### src/design/flash_seq_map.svh
// Purpose: Offsets, field positions, command patterns and timing counts
// Assumes: 25 MHz aclk
// Notes: Byte addresses on the AXI4-Lite register bus
`ifndef FLASH_SEQ_MAP_SVH
`define FLASH_SEQ_MAP_SVH
`define CTRL_OFS 8'h00
`define STAT_OFS 8'h04
`define CTRL_SPE 0
`define CTRL_PE 1
`define CTRL_PW 2
`define CTRL_LFS 3
`define CTRL_CLR 4
`define CTRL_IRQ 7
`define STORE_WIN 3'h4
`define LOAD_WIN 3'h3
`define PTR_FUSE_LOW 2'h0
`define PTR_LOCK 2'h1
`define PTR_FUSE_EXT 2'h2
`define PTR_FUSE_HIGH 2'h3
`define CLK_NS 40
`define PROG_TIME_NS 3700000
`define PROG_CYC ((`PROG_TIME_NS + `CLK_NS - 1) / `CLK_NS)
`define RESP_OKAY 2'h0
`define RESP_SLVERR 2'h2
`endif

### src/design/flash_seq_pkg.sv
// Purpose: Types shared by the self-programming sequencer and its bench
// Assumes: AXI4-Lite with 8-bit byte addresses and 32-bit data
// Notes: Channel signals keep their published names
package flash_seq_pkg;
   typedef struct packed {
      logic awvalid;
      logic [7:0] awaddr;
      logic wvalid;
      logic [31:0] wdata;
      logic [3:0] wstrb;
      logic bready;
      logic arvalid;
      logic [7:0] araddr;
      logic rready;
   } axil_req_t;
   typedef struct packed {
      logic awready;
      logic wready;
      logic bvalid;
      logic [1:0] bresp;
      logic arready;
      logic rvalid;
      logic [31:0] rdata;
      logic [1:0] rresp;
   } axil_rsp_t;
   typedef enum logic [1:0] {OP_IDLE, OP_ERASE, OP_WRITE} op_t;
endpackage

### src/design/flash_self_program_sequencer.sv
// Purpose: Flash self-programming sequencer with lock and fuse readback
// Assumes: store_instr/load_instr and operands come from the core on aclk
// Notes: Registers over AXI4-Lite; eeprom_write_busy is an async pin
`include "flash_seq_map.svh"
module flash_self_program_sequencer
   import flash_seq_pkg::*;
#(
   parameter int PAGE_WORDS = 32,
   parameter int PROG_CYCLES = `PROG_CYC
) (
   input wire logic aclk,
   input wire logic aresetn,
   input wire axil_req_t axil_req,
   output axil_rsp_t axil_rsp,
   input wire logic store_instr,
   input wire logic load_instr,
   input wire logic [15:0] ptr,
   input wire logic [15:0] data_word_pair,
   input wire logic global_irq_en,
   input wire logic eeprom_write_busy,
   input wire logic [7:0] lock_prog,
   input wire logic [7:0] fuse_low_prog,
   input wire logic [7:0] fuse_high_prog,
   input wire logic [7:0] fuse_ext_prog,
   output logic cpu_stall,
   output logic prog_ready_irq,
   output logic flash_erase_go,
   output logic flash_write_go,
   output logic [15-$clog2(PAGE_WORDS)-1:0] flash_page,
   input wire logic [$clog2(PAGE_WORDS)-1:0] flash_buf_idx,
   output logic [15:0] flash_buf_data,
   output logic [14:0] flash_rd_addr,
   input wire logic [15:0] flash_rd_data,
   output logic [7:0] load_data,
   output logic load_valid
);
   localparam int WB = $clog2(PAGE_WORDS);
   localparam int PB = 15 - WB;
   localparam int CW = $clog2(PROG_CYCLES + 1);

   // AXI4-Lite slave
   logic aw_full_r, w_full_r, bvalid_r, rvalid_r;
   logic [7:0] aw_addr_r;
   logic [31:0] w_data_r, rdata_r;
   logic [3:0] w_strb_r;
   logic [1:0] bresp_r, rresp_r;
   logic spe_r, pe_r, pw_r, lfs_r, irq_en_r;
   logic [2:0] win_r;
   op_t op_r;
   logic [CW-1:0] cnt_r;
   logic [PAGE_WORDS-1:0] buf_vld_r;
   logic [15:0] buf_mem [PAGE_WORDS];
   logic ee_s1_r, ee_s2_r, ee_s3_r;
   logic ld_pend_r, ld_hi_r, ld_fuse_r;
   logic [1:0] ld_sel_r;

   wire wr_fire = aw_full_r & w_full_r & ~bvalid_r;
   wire wr_ctrl = aw_addr_r == `CTRL_OFS;
   wire wr_ok = wr_ctrl | (aw_addr_r == `STAT_OFS);
   wire rd_ctrl = axil_req.araddr == `CTRL_OFS;
   wire rd_stat = axil_req.araddr == `STAT_OFS;
   wire ar_fire = axil_req.arvalid & ~rvalid_r;
   wire ee_busy = ee_s2_r;
   wire ee_rise = ee_s2_r & ~ee_s3_r;
   wire busy = op_r != OP_IDLE;
   // Control writes are dropped while EEPROM or flash is busy
   wire ctrl_wr = wr_fire & wr_ctrl & w_strb_r[0] & ~ee_busy & ~busy;
   wire armed = spe_r & ~busy;
   wire [2:0] win_lim = lfs_r ? `LOAD_WIN : `STORE_WIN;
   wire win_open = armed & (win_r < win_lim);
   wire store_ok = store_instr & win_open & ~lfs_r & ~ee_busy;
   wire do_erase = store_ok & ~pw_r & pe_r;
   wire do_write = store_ok & pw_r & ~pe_r;
   wire do_load = store_ok & ~pw_r & ~pe_r;
   wire lf_read = load_instr & win_open & lfs_r & ~ee_busy;
   wire expire = armed & (win_r == win_lim - 3'h1) & ~store_ok & ~lf_read;
   wire op_done = busy & (cnt_r == CW'(1));
   wire [WB-1:0] word_idx = ptr[WB:1];
   wire [PB-1:0] page_idx = ptr[15:WB+1];
   wire buf_clr = (ctrl_wr & w_data_r[`CTRL_CLR])
      | (op_done & op_r == OP_WRITE) | ee_rise;
   wire [7:0] ctrl_rd = {irq_en_r, 3'h0, lfs_r, pw_r, pe_r, spe_r};
   wire [7:0] stat_rd = {5'h0, |buf_vld_r, ee_busy, busy};
   wire [7:0] fuse_byte = ld_sel_r == `PTR_LOCK ? lock_prog
      : ld_sel_r == `PTR_FUSE_LOW ? fuse_low_prog
      : ld_sel_r == `PTR_FUSE_HIGH ? fuse_high_prog : fuse_ext_prog;

   assign axil_rsp.awready = ~aw_full_r & ~bvalid_r;
   assign axil_rsp.wready = ~w_full_r & ~bvalid_r;
   assign axil_rsp.bvalid = bvalid_r;
   assign axil_rsp.bresp = bresp_r;
   assign axil_rsp.arready = ~rvalid_r;
   assign axil_rsp.rvalid = rvalid_r;
   assign axil_rsp.rdata = rdata_r;
   assign axil_rsp.rresp = rresp_r;
   assign cpu_stall = busy;
   // Ready only while enable is clear and nothing is running
   assign prog_ready_irq = irq_en_r & global_irq_en & ~spe_r & ~busy & ~ee_busy;

   always_ff @(posedge aclk) begin
      if (!aresetn) begin
         aw_full_r <= 1'b0;
         w_full_r <= 1'b0;
         bvalid_r <= 1'b0;
         aw_addr_r <= 8'h00;
         w_data_r <= 32'h0;
         w_strb_r <= 4'h0;
         bresp_r <= `RESP_OKAY;
      end else begin
         if (axil_req.awvalid && axil_rsp.awready) begin
            aw_full_r <= 1'b1;
            aw_addr_r <= axil_req.awaddr;
         end
         if (axil_req.wvalid && axil_rsp.wready) begin
            w_full_r <= 1'b1;
            w_data_r <= axil_req.wdata;
            w_strb_r <= axil_req.wstrb;
         end
         if (wr_fire) begin
            aw_full_r <= 1'b0;
            w_full_r <= 1'b0;
            bvalid_r <= 1'b1;
            bresp_r <= wr_ok ? `RESP_OKAY : `RESP_SLVERR;
         end else if (bvalid_r && axil_req.bready) begin
            bvalid_r <= 1'b0;
         end
      end
   end

   always_ff @(posedge aclk) begin
      if (!aresetn) begin
         rvalid_r <= 1'b0;
         rdata_r <= 32'h0;
         rresp_r <= `RESP_OKAY;
      end else if (ar_fire) begin
         rvalid_r <= 1'b1;
         rdata_r <= {24'h0, rd_ctrl ? ctrl_rd : rd_stat ? stat_rd : 8'h00};
         rresp_r <= (rd_ctrl | rd_stat) ? `RESP_OKAY : `RESP_SLVERR;
      end else if (rvalid_r && axil_req.rready) begin
         rvalid_r <= 1'b0;
      end
   end

   // Pin synchroniser; third stage only feeds the edge detector
   always_ff @(posedge aclk) begin
      if (!aresetn) begin
         ee_s1_r <= 1'b0;
         ee_s2_r <= 1'b0;
         ee_s3_r <= 1'b0;
      end else begin
         ee_s1_r <= eeprom_write_busy;
         ee_s2_r <= ee_s1_r;
         ee_s3_r <= ee_s2_r;
      end
   end

   always_ff @(posedge aclk) begin
      if (!aresetn) begin
         {spe_r, pe_r, pw_r, lfs_r, irq_en_r} <= 5'h0;
         win_r <= 3'h0;
      end else if (ctrl_wr) begin
         spe_r <= w_data_r[`CTRL_SPE];
         pe_r <= w_data_r[`CTRL_PE];
         pw_r <= w_data_r[`CTRL_PW];
         lfs_r <= w_data_r[`CTRL_LFS];
         irq_en_r <= w_data_r[`CTRL_IRQ];
         win_r <= 3'h0;
      end else if (op_done || expire || lf_read || do_load) begin
         {spe_r, pe_r, pw_r, lfs_r} <= 4'h0;
      end else if (armed) begin
         win_r <= win_r + 3'h1;
      end
   end

   // One operation counter serves erase and write; count is the minimum time
   always_ff @(posedge aclk) begin
      if (!aresetn) begin
         op_r <= OP_IDLE;
         cnt_r <= '0;
         flash_page <= '0;
         flash_erase_go <= 1'b0;
         flash_write_go <= 1'b0;
      end else begin
         flash_erase_go <= do_erase;
         flash_write_go <= do_write;
         case (op_r)
            OP_IDLE: begin
               if (do_erase || do_write) begin
                  op_r <= do_erase ? OP_ERASE : OP_WRITE;
                  cnt_r <= CW'(PROG_CYCLES);
                  flash_page <= page_idx;
               end
            end
            OP_ERASE, OP_WRITE: begin
               cnt_r <= cnt_r - CW'(1);
               if (op_done) begin
                  op_r <= OP_IDLE;
               end
            end
            default: op_r <= OP_IDLE;
         endcase
      end
   end

   // A second load to a filled word is ignored; the first value stays
   always_ff @(posedge aclk) begin
      if (!aresetn || buf_clr) begin
         buf_vld_r <= '0;
      end else if (do_load && !buf_vld_r[word_idx]) begin
         buf_vld_r[word_idx] <= 1'b1;
      end
   end

   always_ff @(posedge aclk) begin
      if (do_load && !buf_vld_r[word_idx]) begin
         buf_mem[word_idx] <= data_word_pair;
      end
   end

   // Unloaded words program as erased
   always_ff @(posedge aclk) begin
      if (!aresetn) begin
         flash_buf_data <= 16'hffff;
      end else begin
         flash_buf_data <= buf_vld_r[flash_buf_idx] ? buf_mem[flash_buf_idx] : 16'hffff;
      end
   end

   // Two-stage load: address out, then byte back from flash or fuses
   always_ff @(posedge aclk) begin
      if (!aresetn) begin
         ld_pend_r <= 1'b0;
         ld_hi_r <= 1'b0;
         ld_fuse_r <= 1'b0;
         ld_sel_r <= 2'h0;
         flash_rd_addr <= 15'h0;
         load_data <= 8'h00;
         load_valid <= 1'b0;
      end else begin
         ld_pend_r <= load_instr & ~busy;
         ld_hi_r <= ptr[0];
         ld_fuse_r <= lf_read;
         ld_sel_r <= ptr[1:0];
         flash_rd_addr <= ptr[15:1];
         load_valid <= ld_pend_r;
         if (ld_fuse_r) begin
            load_data <= ~fuse_byte;
         end else begin
            load_data <= ld_hi_r ? flash_rd_data[15:8] : flash_rd_data[7:0];
         end
      end
   end

   logic [CW:0] stall_len_r;
   always_ff @(posedge aclk) begin
      if (!aresetn || !busy) begin
         stall_len_r <= '0;
      end else begin
         stall_len_r <= stall_len_r + (CW + 1)'(1);
      end
   end
endmodule // flash_self_program_sequencer

### config.mk
export PLATFORM = sky130hd
export DESIGN_NAME = flash_self_program_sequencer
export DESIGN_NICKNAME = d
export VERILOG_FILES = /design/src/design/flash_seq_pkg.sv /design/src/design/flash_self_program_sequencer.sv
export VERILOG_INCLUDE_DIRS = /design/src /design/src/design
export SDC_FILE = /design/constraint.sdc
export NUM_CORES = 1
export LEC_CHECK = 0
export BUFFER_PORTS_ARGS = -buffer_cell sky130_fd_sc_hd__clkbuf_2
export CAP_MARGIN = 10
export CORE_ASPECT_RATIO = 1.4
export CORE_MARGIN = 2
export CORE_UTILIZATION = 56
export CTS_BUF_LIST = sky130_fd_sc_hd__clkbuf_8
export CTS_CLUSTER_SIZE = 16
export DETAILED_ROUTE_END_ITERATION = 10
export PLACE_DENSITY = 0.79
export SYNTH_ARGS = -nofsm -noshare
export SYNTH_HDL_FRONTEND = slang
export SYNTH_SLANG_ARGS = --single-unit
### constraint.sdc
create_clock -name aclk -period 4 [get_ports aclk]
set_input_delay 0.8 -clock aclk [delete_from_list [all_inputs] [get_ports aclk]]
set_output_delay 0.8 -clock aclk [all_outputs]
set_load 0.02 [all_outputs]
; ---- Yosys cells after proc, flatten, opt, wreduce, memory -nomap -nowiden
; Memories as Yosys holds them, arrays and structs flattened. A register that Yosys moved wholly into a read port is not among the register bits.
; Index checks and enable logic that the tools add are counted.
[word_totals]
ff_bits = 136
mem_bits_rw = 512
in_bits = 148
out_inout_bits = 95
wordCells = 170
n_memories = 1
[op_classes]
n_addsub = 3
n_lt_le_gt_ge = 4
eq_ne = 10
n_mux = 33
bitwise_logic = 55
n_reduce_logical = 32
[mem_list]
columns = name, words, width, read_ports, rd_ports_with_merged_regs, write_ports, line_no
row1 = buf_mem, 32, 16, 1, 1, 1, flash_self_program_sequencer.sv:52  ; logic [15:0] buf_mem [PAGE_WORDS];
[ops]
columns = operator, n
row1 = two-way mux 8 bit, 6
row2 = AND 1 bit, 34
row3 = case mux 17 bit (2 select lines), 1
row4 = OR 32 bit, 1
row5 = OR reduction 32 bit, 1
row6 = equality test 17 x 1 -> 1 bit (second input constant), 1
row7 = two-way mux 17 bit, 1
row8 = subtractor 17 x 1 -> 17 bit (second input constant), 1
row9 = equality test 8 x 3 -> 1 bit (second input constant), 2
row10 = zero test 8 bit, 2
row11 = NOT 1 bit, 15
row12 = two-way mux 1 bit, 14
row13 = < comparator 5 x 6 -> 1 bit (second input constant), 2
row14 = binary-select mux 1 bit (select 5 bit), 2
row15 = two-way mux 2 bit, 5
row16 = AND reduction 2 bit, 5
row17 = nonzero test 2 bit, 5
row18 = NOT 8 bit, 1
row19 = logical AND 1 bit, 6
row20 = two-way mux 3 bit, 2
row21 = OR reduction 2 bit, 3
row22 = demux 1 bit (select 5 bit), 1
row23 = >= comparator 5 x 1 -> 1 bit (second input constant), 1
row24 = logical OR 1 bit, 5
row25 = other kinds (11), 20

; ---- Depth between registers and ports, before layout
[depth]
word_depth = 15
ltp_mapped = 10
depth_no_buf = 8

; ---- Worst setup path after synthesis
; No wires, ideal clock.
[synth_path]
path_type = input -> register
from = input port ptr[1]
to = memory buf_mem[23][0], enable pin
setup_time_ns = 0.434
arrival_ns = 3.752
t_required_ns = 3.566
setup_slack_ns = -0.186
stages = 8
n_path_buf = 3
path_cell_list = buf_2 -> buf_2 -> mux2i_1 -> o221ai_1 -> o21ai_1 -> nand3_1 -> buf_2 -> nor4_1
[synth_between]
elab_chain_len = 6
[synth_lines]
columns = item, line_no
row1 = "start, declared", flash_self_program_sequencer.sv:17  ; input wire logic [15:0] ptr,
row2 = binary-select mux 1 bit (select 5 bit), flash_self_program_sequencer.sv:215  ; if (do_load && !buf_vld_r[word_idx]) begin
row3 = two-way mux 1 bit (implied by the code), flash_self_program_sequencer.sv:215
row4 = zero test 1 bit, flash_self_program_sequencer.sv:215
row5 = logical AND 1 bit, flash_self_program_sequencer.sv:215
row6 = two-way mux 1 bit, flash_self_program_sequencer.sv:215
row7 = two-way mux 1 bit (implied by the code), flash_self_program_sequencer.sv:216  ; buf_mem[word_idx] <= data_word_pair;
row8 = "end, declared", flash_self_program_sequencer.sv:52
; Several ways; a longest one is shown, not always the timed one. The select of a mux whose other input is x is not followed.

; ---- Worst setup path after layout
[layout_path]
from = register op_r[0]
to = memory buf_mem[26][0], enable pin
[layout_between]
elab_chain_len = 12
[layout_lines]
columns = item, line_no
row1 = "start, declared", flash_self_program_sequencer.sv:49  ; op_t op_r;
row2 = "start signal, assigned", flash_self_program_sequencer.sv:189  ; op_r <= do_erase ? OP_ERASE : OP_WRITE;
row3 = nonzero test 2 bit, flash_self_program_sequencer.sv:65  ; wire busy = op_r != OP_IDLE;
row4 = NOT 1 bit, flash_self_program_sequencer.sv:68  ; wire armed = spe_r & ~busy;
row5 = AND 1 bit, flash_self_program_sequencer.sv:68
row6 = AND 1 bit, flash_self_program_sequencer.sv:70  ; wire win_open = armed & (win_r < win_lim);
row7 = AND 1 bit (3 in a row), flash_self_program_sequencer.sv:71  ; wire store_ok = store_instr & win_open & ~lfs_r & ~ee_busy;
row8 = AND 1 bit (2 in a row), flash_self_program_sequencer.sv:74  ; wire do_load = store_ok & ~pw_r & ~pe_r;
row9 = logical AND 1 bit, flash_self_program_sequencer.sv:215
row10 = two-way mux 1 bit, flash_self_program_sequencer.sv:215
row11 = two-way mux 1 bit (implied by the code), flash_self_program_sequencer.sv:216
; No other way between the ends.

==> metrics.log <==
INFO  metric path_buf_inv = 2
INFO  metric fin_setup_tns = 0 ps
INFO  metric drt-vias-per-instance = 6.089
INFO  metric crit_path_start_kind = flop
INFO  metric dr.first_iter.drc_count = roughly 1,500
INFO  metric worst_path_largest_cell_delay = slightly below 500 ps
INFO  metric grt.met3_usage = 0.04155
INFO  metric grt_use_total = 0.2535
INFO  metric yosys_warnings = 0
INFO  metric required = 4330 ps
INFO  metric clock-root-buffer = clkbuf_8
INFO  metric global_route.overflow_total = 0
INFO  metric drt_pre_antenna_iters = 5
INFO  metric postSynthAreaPerCell = approximately 17 um2
INFO  metric cts-resized-gates = 0
INFO  metric htreeDepth = 3
INFO  metric gp_congestion = between 0.8 and 0.9
INFO  metric slew_headroom = 0.3686
INFO  metric placedCellCount = 2,339
INFO  metric multiInputGateArea = 7553 um2
INFO  metric synth_cell_types = 71
INFO  metric io_buffers = approximately 180
INFO  metric setup_viol = 0
INFO  metric grt_met2_usage = 0.4533
INFO  metric vdd_drop_max = 0.3642 mV
INFO  metric postRouteWirelength = 61,020 um
INFO  metric count_of_flip_flops_with_a_built_in_enable_after_synthesis = between 500 and 600
INFO  metric nFillCells = roughly 3,100
INFO  metric finalNonFillerCells = approximately 2,500
INFO  metric static-leakage-power = slightly above 10 nW
INFO  metric setup_repair_after_global_routing_missed_its_margin = no
INFO  metric clk_transition_reported_paths = around 60 ps
INFO  metric hold_class = input port to flop
INFO  metric detail_route.wl_per_cell = roughly 24 um
INFO  metric grt_pass1_wl = 92,780 um
INFO  metric cts_setup_buffers = 0
INFO  metric run_status = completed
INFO  metric top_usage_layer = met2
INFO  metric final-max-slew-violation-count = 0
INFO  metric post_synthesis_cells = between 1,500 and 2,000
INFO  metric synth.cells.most_frequent = edfxtp_1 (512), dfxtp_1 (143), mux4_2 (133), mux2i_1 (77), a21oi_1 (56)
INFO  metric grt_max_degree = between 80 and 90
INFO  metric fmaxAchievable = 312.6 MHz
INFO  metric setup_slack = 801.2 ps
INFO  metric post-route-drc-count = 0
INFO  metric yosys.cell_count.top_type = edfxtp_1
INFO  metric drtAntennaViolNets = 0
INFO  metric synth.top_cell.area_share = 0.5849
INFO  metric ordered_list_of_cells_on_the_worst_path = inv_1 > ha_1 > nand2_4 > or3_4 > or3_1 > or3_4 > nor2_2 > buf_4
INFO  metric place_ws = roughly 550 ps
INFO  metric period_share = 0.7997
INFO  metric detailed_place_hpwl = 38,910 um
INFO  metric die_height = 260.4 um
INFO  metric cpMaxStageDelayCell = or3_4
INFO  metric final_core_utilization = 0.6503
INFO  metric synthToLayoutAreaGrowth = 14.28%
INFO  metric tritoncts_clock_tree = built
INFO  metric fin_skew = 38.21 ps
INFO  metric worst_path_most_repeated_cell = or3_4
INFO  metric yosys_most_used_dff = edfxtp_1
INFO  metric cts_inserted_buffers = 94
INFO  metric global_route.usage.met1 = 0.3039
INFO  metric synth.ff_latch_count = 655
INFO  metric postCtsHoldBufs = 0
INFO  metric critical-path-top-delay-family = simple AND/OR/NAND/NOR gates
INFO  metric coreArea = 46,200 um2
INFO  metric report.final.hold_viol_count = 0
INFO  metric rows = 93
INFO  metric dr_total_vias = 15,320
INFO  metric powerDensity = between 400 and 500 nW/um2
INFO  metric synth_area = about 26,000 um2
INFO  metric worstPathArrival = 3530 ps
INFO  metric initial_standard_cell_utilization_of_the_core = 0.5691
INFO  metric worstPathMaxFanout = 16
INFO  metric first_global_vias = 15,850
INFO  metric boundaryPins = 243
INFO  metric max_slew.worst_pin.slew = 947.1 ps
INFO  metric antenna_found_initial = 1
INFO  metric insertion_delay = roughly 680 ps
INFO  metric synth-seq-area-share = 0.6938
INFO  metric synthArstFlopShare = 0
INFO  metric timing.critical_path.to_type = flop
INFO  metric dominant_cell_type_by_area_after_synthesis = edfxtp_1
INFO  metric maxCapViolations = 0
INFO  metric ctsLongestPathBuffers = 3
INFO  metric nets = 1,974
INFO  metric cts_sinks = 655
INFO  metric area.sequential = 18,240 um2
INFO  metric drive_above_1_share = 0.3051
INFO  metric floorplan.die_area = 48,720 um2
INFO  metric die_x = ~190 um
INFO  metric synth_top_cells_by_area = edfxtp_1 (58%), mux4_2 (11%), dfxtp_1 (11%), mux2i_1 (2.9%), o21a_1 (1.4%)
INFO  metric setup.worst_path.class = flop to flop
INFO  metric period_minus_slack = 3199 ps
## layout make-up
cell class,count,area share
Tap cell,617,0.02570
Inverter,31,0.003873
Clock buffer,108,0.04948
Clock inverter,68,0.01287
Multi-Input combinational cell,782,0.2514
Sequential cell,655,0.6071
Antenna cell,1,0.00008330
Timing Repair Buffer,254,0.04948
## path summary, 6_finish.rpt
path	startpoint	endpoint	slack (ps)	depth (start not counted)
setup / recovery	op_r[0]	buf_mem[26][0]	800	8
hold / removal	axil_req[48]	aw_addr_r[0]	350	3
setup reg to reg	op_r[0]	buf_mem[26][0]	800	8
hold reg to reg	ee_s1_r	ee_busy	440	1
## worst min-delay path: stages
cell and delay [ps]:
clkbuf_2 80, nand2_1 50, a21oi_1 50
## cells in the final DEF (no fill, tap or decap), drive strengths merged, types with 38 or more instances in the layout
cell / Yosys / layout
a211oi: 38 / 38
a21oi: 56 / 56
buf: 77 / 73
clkbuf: 53 / 289
clkinv: 16 / 46
dfxtp: 143 / 143
edfxtp: 512 / 512
inv: 15 / 49
mux2i: 77 / 77
mux4: 133 / 133
nand2: 45 / 45
nor2: 59 / 59
o21a: 50 / 50
## metal layers
layer  vias up  routed length (um)
li1       6691                   -
met3       137                4642
met5         -                   0
met2       832               32070
met1      7661               21870
met4         0                2444
## state kept, by name, summed over array words and instances, names as in the netlist, 2 cells and up
name,count
op_r,2
w_data_r,6
buf_vld_r,32
flash_page,10
cnt_r,17
load_data,8
buf_mem,512
aw_addr_r,8
flash_rd_addr,15
flash_buf_data,16
win_r,3
rdata_r,5
## power by group
group	switching, mW	total [mW]	internal [mW]
sequential	0.0216	7.38	7.36
clock	2.53	5.16	2.63
combinational	0.465	0.751	0.286
## logic make-up (layout without fill, tap and decap cells)
group,after synthesis,after routing,synth area share
buffers and inverters,161,461,0.03008
flip-flops,655,655,0.6938
other,1,30,0.0001427
multiplexers,211,211,0.1437
adder cells (fa/ha/maj),8,8,0.003808
AO/OA/AOI/OAI,254,254,0.06764
XOR/XNOR,3,3,0.0009997
AND/OR/NAND/NOR,277,277,0.05988
## stage by stage
stage,instance area [um2],hold WS (ps),total power [mW]
2_1_floorplan,26410,411.9,8.003
3_3_place_gp,28170,416.7,8.257
3_5_place_dp,28170,419.4,8.280
4_1_cts,30040,303.1,13.39
5_1_grt,30040,330.2,13.71
6_report,30040,348.4,13.30
(Power assumes the default switching activity.)
